===== config.mk =====
export PLATFORM = sky130hd
export DESIGN_NAME = rst_pd_ctrl
export DESIGN_NICKNAME = d
export VERILOG_FILES = /design/src/rtl/rst_pd_pkg.sv /design/src/rtl/stab_if.sv /design/src/rtl/rst_pd_ctrl.sv /design/src/rtl/stab_timer.sv
export SDC_FILE = /design/constraint.sdc
export NUM_CORES = 1
export LEC_CHECK = 0
export ABC_AREA = 1
export BUFFER_PORTS_ARGS = -buffer_cell sky130_fd_sc_hd__buf_2
export CORE_AREA = 2 2 133 96
export CTS_CLUSTER_DIAMETER = 100
export CTS_CLUSTER_SIZE = 10
export DETAILED_ROUTE_END_ITERATION = 7
export DIE_AREA = 0 0 135 98
export GPL_TIMING_DRIVEN = 0
export SETUP_SLACK_MARGIN = 0.2
export SYNTH_ARGS = -nofsm -noshare
export SYNTH_HDL_FRONTEND = slang
export SYNTH_SLANG_ARGS = --single-unit

===== constraint.sdc =====
create_clock -name clock -period 1.8 [get_ports clock]
set_clock_uncertainty 0.05 [all_clocks]
set_input_delay 0 -clock clock [delete_from_list [all_inputs] [get_ports clock]]
set_output_delay 0 -clock clock [all_outputs]
set_load 0.01 [all_outputs]

===== src/rtl/rst_pd_pkg.sv =====
// package: constants for the reset and power-down controller
package rst_pd_pkg;
  // register map, byte addresses on the register port
  localparam logic [7:0] por_key_addr = 8'hF3;
  localparam logic [7:0] pd_key_addr = 8'hF5;
  localparam logic [7:0] status_addr = 8'hF6;
  localparam logic [7:0] pc_addr_lo = 8'hF7;
  localparam logic [7:0] pc_addr_hi = 8'hF8;
  // reset values
  localparam logic [7:0] por_key_reset = 8'h00;
  localparam logic [7:0] pd_key_reset = 8'h00;
  // key codes
  localparam logic [7:0] por_disable_code = 8'h5A;
  localparam logic [7:0] sleep_code = 8'h0F;
  localparam logic [7:0] stop_code = 8'h5A;
  // vector addresses, high byte at the top address
  localparam logic [15:0] vector_hi_addr = 16'hFFFF;
  localparam logic [15:0] vector_lo_addr = 16'hFFFE;
  // timing: interval timer runs 00..FF at fxin/1024
  localparam int bit_prescale = 1024;
  localparam logic [7:0] bit_start = 8'h00;
  localparam logic [7:0] bit_full = 8'hFF;
  localparam int init_cycles = 6;
  localparam logic [7:0] ram_page_reset = 8'h00;
  // sequencer states, one-hot
  typedef enum logic [4:0] {
    st_stab = 5'h01,
    st_init = 5'h02,
    st_run = 5'h04,
    st_sleep = 5'h08,
    st_stop = 5'h10
  } seq_state_t;
endpackage


===== src/rtl/stab_if.sv =====
// interface: between sequencer and stabilization timer
`timescale 1ns/1ps
`default_nettype none
interface stab_if;
  logic start; // restart count from zero
  logic done; // one-cycle pulse on overflow past full
  logic [7:0] count; // current timer value
  modport ctrl (output start, input done, count);
  modport timer (input start, output done, count);
endinterface
`default_nettype wire


===== src/rtl/rst_pd_ctrl.sv =====
// module: reset sequencing and power-down control top
//
// The strobed register port was left to the implementer.
`timescale 1ns/1ps
`default_nettype none
module rst_pd_ctrl
  import rst_pd_pkg::*;
#(
  parameter int prescale = bit_prescale
) (
  input wire logic clock, // system clock, 200 MHz
  input wire logic srst, // synchronous reset, active high
  input wire logic [7:0] addr, // register address
  input wire logic [7:0] wdata, // register write data
  input wire logic wr, // write strobe
  input wire logic rd, // read strobe
  output logic [7:0] rdata, // read data, cycle after rd
  input wire logic reset_pin_n, // external reset pin
  input wire logic ext_reset_en, // external reset function enable
  input wire logic watchdog_timeout, // watchdog reset request
  input wire logic power_rise, // power-on detector output
  input wire logic supply_drop, // low voltage detector output
  input wire logic oscillator_select_option, // option: osc mode
  input wire logic low_voltage_reset_option_enable, // option
  input wire logic stop_exec, // cpu executes stop instruction
  input wire logic irq_wake, // enabled interrupt pending
  input wire logic global_irq_flag, // cpu interrupt enable flag
  input wire logic [15:0] cpu_pc, // pc of next instruction
  output logic [15:0] vec_addr, // vector fetch address
  output logic vec_rd, // vector fetch strobe
  input wire logic [7:0] vec_data, // vector byte, next cycle
  output logic [15:0] pc_load, // pc value to load
  output logic pc_load_en, // load pc pulse
  output logic cpu_halt, // cpu stopped
  output logic cpu_rst, // cpu and registers held in reset
  output logic clk_gate_en, // system and peripheral clocks on
  output logic irq_vector, // take interrupt on wake pulse
  output logic irq_continue, // continue without vector pulse
  output logic [7:0] ram_page_pointer, // ram page register
  output logic direct_page_flag, // direct page flag
  output logic osc_mode, // latched oscillator mode
  output logic lvr_en // latched supply drop reset enable
);
  // -------------------------------------------------
  // pin synchronisers
  // -------------------------------------------------
  logic [1:0] pin_s, por_s, lvd_s;
  logic pin_q;
  always_ff @(posedge clock) begin
    if (srst) begin
      pin_s <= 2'b11;
      por_s <= 2'b00;
      lvd_s <= 2'b00;
      pin_q <= 1'b1;
    end else begin
      pin_s <= {pin_s[0], reset_pin_n};
      por_s <= {por_s[0], power_rise};
      lvd_s <= {lvd_s[0], supply_drop};
      pin_q <= pin_s[1];
    end
  end
  logic por_q, lvd_q;
  always_ff @(posedge clock) begin
    if (srst) begin
      por_q <= 1'b0;
      lvd_q <= 1'b0;
    end else begin
      por_q <= por_s[1];
      lvd_q <= lvd_s[1];
    end
  end
  // -------------------------------------------------
  // registers
  // -------------------------------------------------
  logic [7:0] power_on_reset_disable_key;
  logic [7:0] power_down_entry_key;
  logic stop_armed;
  logic por_enabled;
  assign por_enabled = (power_on_reset_disable_key != por_disable_code);
  // source events: pin rising edge after low, detector rising edges
  logic ev_pin, ev_por, ev_lvr, ev_any;
  assign ev_pin = ext_reset_en && pin_s[1] && !pin_q;
  assign ev_por = por_enabled && por_s[1] && !por_q;
  assign ev_lvr = lvr_en && !por_enabled && lvd_s[1] && !lvd_q;
  assign ev_any = ev_pin || ev_por || ev_lvr || watchdog_timeout;
  // decode of the register port
  logic wr_por, wr_pd, sleep_req, stop_req;
  assign wr_por = wr && (addr == por_key_addr);
  assign wr_pd = wr && (addr == pd_key_addr);
  assign sleep_req = wr_pd && (wdata == sleep_code);
  // stop only after a 5A write with no other bus write since, the write cycle itself excluded
  assign stop_req = stop_exec && stop_armed;
  // -------------------------------------------------
  // sequencer
  // -------------------------------------------------
  seq_state_t state, next_state;
  stab_if sif();
  stab_timer #(.prescale(prescale)) u_timer (
    .clock(clock),
    .srst(srst),
    .tif(sif)
  );
  logic [2:0] init_cnt;
  logic wake_irq;
  assign wake_irq = ((state == st_sleep) || (state == st_stop)) && irq_wake;
  // timer restarts on every reset event and on wake-up
  assign sif.start = ev_any || wake_irq;
  always_comb begin
    next_state = state;
    unique case (state)
      st_stab: if (sif.done) next_state = st_init;
      st_init: if (init_cnt == 3'(init_cycles - 1)) next_state = st_run;
      st_run: begin
        if (stop_req) next_state = st_stop;
        else if (sleep_req) next_state = st_sleep;
      end
      // wake passes through the stabilization count
      st_sleep: if (irq_wake) next_state = st_stab;
      st_stop: if (irq_wake) next_state = st_stab;
      default: next_state = st_stab;
    endcase
    if (ev_any) next_state = st_stab;
  end
  // remember whether the wait belongs to a reset or a wake-up
  logic from_reset, from_stop;
  always_ff @(posedge clock) begin
    if (srst) begin
      state <= st_stab;
      from_reset <= 1'b1;
      from_stop <= 1'b0;
    end else begin
      state <= next_state;
      if (ev_any) from_reset <= 1'b1;
      else if (wake_irq) from_reset <= 1'b0;
      if (ev_any) from_stop <= 1'b0;
      else if (wake_irq) from_stop <= (state == st_stop);
    end
  end
  // -------------------------------------------------
  // initialization phase and vector fetch
  // -------------------------------------------------
  logic in_init;
  assign in_init = (state == st_init) && from_reset;
  always_ff @(posedge clock) begin
    if (srst || state != st_init) begin
      init_cnt <= 3'h0;
    end else begin
      init_cnt <= init_cnt + 3'h1;
    end
  end
  // cycle 0 fetches high byte, cycle 1 low byte
  assign vec_rd = in_init && (init_cnt < 3'h2);
  assign vec_addr = (init_cnt == 3'h0) ? vector_hi_addr : vector_lo_addr;
  logic [15:0] next_pc;
  always_ff @(posedge clock) begin
    if (srst) begin
      next_pc <= 16'h0000;
    end else if (in_init && init_cnt == 3'h1) begin
      next_pc[15:8] <= vec_data;
    end else if (in_init && init_cnt == 3'h2) begin
      next_pc[7:0] <= vec_data;
    end
  end
  // -------------------------------------------------
  // outputs to cpu
  // -------------------------------------------------
  logic init_end, wake_end;
  assign init_end = (state == st_init) && (next_state == st_run);
  assign wake_end = init_end && !from_reset;
  always_ff @(posedge clock) begin
    if (srst) begin
      pc_load <= 16'h0000;
      pc_load_en <= 1'b0;
      irq_vector <= 1'b0;
      irq_continue <= 1'b0;
    end else begin
      pc_load <= from_reset ? next_pc : cpu_pc;
      pc_load_en <= init_end && from_reset;
      irq_vector <= wake_end && global_irq_flag;
      irq_continue <= wake_end && !global_irq_flag;
    end
  end
  // registers held only while reset sequence runs, not on wake
  assign cpu_rst = (state == st_stab || state == st_init) && from_reset;
  assign cpu_halt = (state != st_run);
  assign clk_gate_en = (state != st_stop);
  // -------------------------------------------------
  // control registers
  // -------------------------------------------------
  // ram itself is outside; only control state is reinitialized
  always_ff @(posedge clock) begin
    if (srst || ev_any) begin
      power_on_reset_disable_key <= por_key_reset;
      ram_page_pointer <= ram_page_reset;
      direct_page_flag <= 1'b0;
    end else if (wr_por) begin
      power_on_reset_disable_key <= wdata;
    end
  end
  // entry key: cleared on leaving stop
  always_ff @(posedge clock) begin
    if (srst || ev_any) begin
      power_down_entry_key <= pd_key_reset;
      stop_armed <= 1'b0;
    end else if (state == st_stop && irq_wake) begin
      power_down_entry_key <= pd_key_reset;
      stop_armed <= 1'b0;
    end else begin
      if (wr_pd) power_down_entry_key <= wdata;
      // any other bus write cancels the arm; instructions do not
      stop_armed <= wr_pd ? (wdata == stop_code) : (stop_armed && !wr);
    end
  end
  // options are taken while the reset sequence runs
  always_ff @(posedge clock) begin
    if (srst) begin
      osc_mode <= 1'b0;
      lvr_en <= 1'b0;
    end else if (state == st_init && from_reset) begin
      osc_mode <= oscillator_select_option;
      lvr_en <= low_voltage_reset_option_enable;
    end
  end
  // -------------------------------------------------
  // read port
  // -------------------------------------------------
  logic [7:0] rd_mux;
  assign rd_mux = (addr == por_key_addr) ? power_on_reset_disable_key :
                  (addr == status_addr) ? {3'h0, state} :
                  (addr == pc_addr_lo) ? next_pc[7:0] :
                  (addr == pc_addr_hi) ? next_pc[15:8] : 8'h00;
  always_ff @(posedge clock) begin
    if (srst) rdata <= 8'h00;
    else rdata <= rd ? rd_mux : 8'h00;
  end
  // -------------------------------------------------
  // checks
  // -------------------------------------------------
  stab_wait_a: assert property (@(posedge clock) disable iff (srst)
    (state == st_stab && !sif.done) |=> state == st_stab || ev_any)
    else $error("left stabilization before timer overflow");
  init_len_a: assert property (@(posedge clock) disable iff (srst)
    ($rose(state == st_init) && !ev_any) |->
      (state == st_init)[*6] ##1 (state == st_run || ev_any || state == st_stab))
    else $error("initialization not six cycles");
  vec_order_a: assert property (@(posedge clock) disable iff (srst)
    (vec_rd && vec_addr == vector_hi_addr) |=> vec_addr == vector_lo_addr)
    else $error("vector bytes fetched out of order");
  // watch the state, not ev_lvr itself, so a broken mask is caught
  por_mask_a: assert property (@(posedge clock) disable iff (srst)
    (state == st_run && por_enabled && lvd_s[1] && !lvd_q && !ev_pin &&
     !ev_por && !watchdog_timeout && !sleep_req && !stop_req)
      |=> state == st_run)
    else $error("supply drop reset while power-on reset enabled");
  bad_code_a: assert property (@(posedge clock) disable iff (srst)
    (state == st_run && wr_pd && wdata != sleep_code && !stop_req && !ev_any)
      |=> state == st_run)
    else $error("power-down entered on wrong code");
  sleep_entry_a: assert property (@(posedge clock) disable iff (srst)
    (state == st_run && sleep_req && !stop_req && !ev_any) |=> cpu_halt)
    else $error("sleep write did not halt cpu");
  stop_clr_a: assert property (@(posedge clock) disable iff (srst)
    (state == st_stop && irq_wake) |=> power_down_entry_key == pd_key_reset)
    else $error("entry key not cleared on stop release");
  stop_gate_a: assert property (@(posedge clock) disable iff (srst)
    (state == st_run && stop_req && !ev_any) |=> !clk_gate_en)
    else $error("clocks not gated in stop");
  wake_irq_a: assert property (@(posedge clock) disable iff (srst)
    irq_vector |-> !irq_continue && !$past(from_reset))
    else $error("wake-up vector decision wrong");
  wake_restart_a: assert property (@(posedge clock) disable iff (srst)
    wake_irq |=> sif.count == bit_start && state == st_stab)
    else $error("wake-up did not restart the interval timer");
endmodule
`default_nettype wire


===== src/rtl/stab_timer.sv =====
// module: basic interval timer used as stabilization counter
`timescale 1ns/1ps
`default_nettype none
module stab_timer
  import rst_pd_pkg::*;
#(
  parameter int prescale = bit_prescale
) (
  input wire logic clock, // system clock
  input wire logic srst, // synchronous reset, active high
  stab_if.timer tif // control from sequencer
);
  logic [10:0] div;
  logic tick;
  logic [7:0] count;
  logic done;
  assign tick = (div == 11'(prescale - 1));
  assign tif.count = count;
  assign tif.done = done;
  // -------------------------------------------------
  // prescaler and 8-bit counter
  // -------------------------------------------------
  // restart wins over a pending tick so the count truly starts at zero
  always_ff @(posedge clock) begin
    if (srst || tif.start) begin
      div <= 11'h000;
      count <= bit_start;
      done <= 1'b0;
    end else begin
      div <= tick ? 11'h000 : div + 11'h001;
      done <= tick && (count == bit_full);
      if (tick) begin
        count <= count + 8'h01;
      end
    end
  end
endmodule
`default_nettype wire


==> results.md <==
- Outcome: complete, no violations
- Synthesis Warnings: 0
- DP HPWL: 8078 um
- Fmax: 639.9 MHz
- Worst VDD drop: 0.0005075 V
- Worst-Skew Late Latency: 0.34 ns
- # setup viols final: 0
- Setup TNS: 0 ns
- Htree depth: 3
- Static Leak: 0.002549 uW
- Largest net degree at the start of global routing: 15
- Gpl congestion: 0.8544
- Worst setup EP type: flip-flop
- Library cells used by synthesis: 37
- WL/cell: 12.75 um
- Ant diodes: 0
- Drt first pass iters: 5
- CORE AREA: 12080 sq um
- Max FO, Critical Path: 8
- Max-slew headroom: 0.5707
- Setup crit start kind: flip-flop
- Most common flop cell mapped by yosys: dfxtp_1
- PortBufs: 87
- Initial Util: 0.3400
- Iter 0 DRT Violations: 163
- Num Clock Sinks: 92
- Initial antenna violation count: 0
- Cell area after synthesis: 4108 sq um
- Dpl ws: 0.08391 ns
- Syn Area/Cell: 7.579 sq um
- Max_cap viols: 0
- ANT nets after route: 0
- TritonCTS clock tree: done
- Die area: 13230 sq um
- Final WS setup: 0.2373 ns
- Cells after Synth: 542
- Number of global-route vias before repair: 3756
- Post-synth ARST share: 0
- Final Max Tran Viols: 0
- Clock transition at the registers of the reported paths: 0.06 ns
- Most common library cell in the layout ignoring fill and taps: buf_2
- First-pass GRT wire length: 17570 um
- CTS buffer count: 9
- Min-delay worst type: input port to flip-flop
- Num rows: 34
- Share of cells above drive strength 1: 0.2840
- Most frequent cells in the layout: 89 x buf_2, 87 x dfxtp_1, 72 x nor2_1, 71 x nand2_1, 63 x inv_1
- Area grow syn2layout: 43.56%
- Pwr dens: 712.4 nW/um^2
- Number of flops mapped to enable cells by yosys: 0
- GRT overflow: 0
- FF+latch count, synth: 92
- Post-Route WL: 11360 um
- Vias/cell: 4.556
- Worst Path Required: 1.98 ns
- Fill cells: 1170
- Minimum clock period: 1.563 ns
- Final #Nets: 785
- Via count: 4059
- Die Y-Extent: 98 um
- Root Driver: clkbuf_16
- Crit Path Category: flip-flop to flip-flop
- Least-Margin Pin Slew: 0.6439 ns
- Fin Hold WS: 0.02509 ns
- Crit path DAT: 1.75 ns
- Io pins: 112
- Number of remaining DRC errors: 0
- Final Hold Fails: 0
- Max clock buf depth: 2
- Final Cycle Share: 0.8682
- Die width: 135 um
- Total GRT Usage: 0.1682
- RSZ-0062 raised after global routing: true
- Seq/Total Area, Yosys: 0.4484
==> power by group <==
part / total, uW / switching [uW] / leakage [uW] / internal [uW]
sequential: 2050 / 4.75 / 0.000744 / 2050
combinational: 335 / 157 / 0.00166 / 178
clock: 1820 / 774 / 0.000141 / 1040
total: 4200 / 935 / 0.00255 / 3270
==> layer usage <==
layer  part of all wire  routed length [um]  global-route usage  vias up
li1                   -                   -                   -     2058
met1               0.47                5329              0.2244     1852
met2               0.45                5153              0.2714      136
met3              0.066                 749             0.04413       13
met4              0.011                 126             0.04327        0
met5                  0                   0                   0        -
==> cell usage after synthesis (all sizes together), types with 2 or more instances <==
master / n / area, sq um
a21oi: 45 / 229.0
xor2: 9 / 78.83
o21ai: 55 / 279.0
nand2: 76 / 295.3
clkbuf: 10 / 37.54
o211ai: 2 / 15.01
nand4: 15 / 100.1
conb: 2 / 7.510
nor2: 85 / 360.3
o22ai: 5 / 31.28
ha: 6 / 75.07
nor3: 9 / 50.05
inv: 70 / 262.8
dfxtp: 92 / 1842
or2: 5 / 31.28
nand3: 20 / 140.1
xnor2: 4 / 35.03
buf: 28 / 212.7
==> logic make-up after synthesis <==
group	synth area share
flip-flops	0.4484
AND/OR/NAND/NOR	0.2397
buffers and inverters	0.1258
XOR/XNOR	0.02772
other	0.001828
AO/OA/AOI/OAI	0.1383
adder cells (fa/ha/maj)	0.01828
==> path summary, 6_finish.rpt <==
path | start | slack, ns | depth (start not counted) | end
worst max-delay path | state[4] | 0.24 | 10 | next_pc[13]
worst min-delay path | wdata[4] | 0.03 | 5 | power_on_reset_disable_key[4]
worst max register to register | state[4] | 0.24 | 10 | next_pc[13]
worst min register to register | lvd_s[0] | 0.35 | 2 | lvd_s[1]
==> registers in the layout, summed over array words and instances, names as in the netlist, 3 cells and up <==
signal	count
init_cnt	3
rdata	8
u_timer.tif.count	8
u_timer.div	11
power_on_reset_disable_key	8
pc_load	16
state	5
next_pc	16
==> worst max-delay path, stage by stage, from the launching register on <==
cell     delay (ns)
dfxtp_1        0.34
inv_2          0.11
nand2_2        0.09
inv_4          0.08
nand2_4        0.07
nor2_8         0.13
buf_6          0.11
nand3_4        0.13
buf_8          0.18
o21ai_2        0.12
a21oi_2        0.04
==> metrics by stage <==
stage / std cells / total power [uW] / cell area [sq um] / util
after floorplan: 564 / 2232 / 4190 / -
after global placement: 813 / 2326 / 4828 / 0.3996
after detailed placement: 813 / 2330 / 4828 / 0.3996
after CTS: 877 / 4212 / 5628 / 0.4658
after global routing: 891 / 4357 / 5897 / 0.4881
final: 891 / 4201 / 5897 / 0.4881
==> layout make-up <==
cell class / count / area (sq um) / share of cell area
clock buffer: 12 / 266.5 / 0.04519
inverter: 71 / 272.8 / 0.04626
multi-input combinational: 363 / 1956 / 0.3316
clock inverter: 3 / 21.27 / 0.003607
buffer: 38 / 259.0 / 0.04392
tap: 162 / 202.7 / 0.03437
timing repair buffer: 150 / 1071 / 0.1816
sequential: 92 / 1848 / 0.3134
==> repair_timing <==
action                                 CTS  global route
hold buffers                            43             0
resized for setup                        9            39
cloned                                   0             2
endpoints found under the hold margin   53             0
setup endpoints to repair               25            43
pin swaps                                4            11
setup buffers                            6            12
Note: power is estimated with default switching activity, not from simulation.
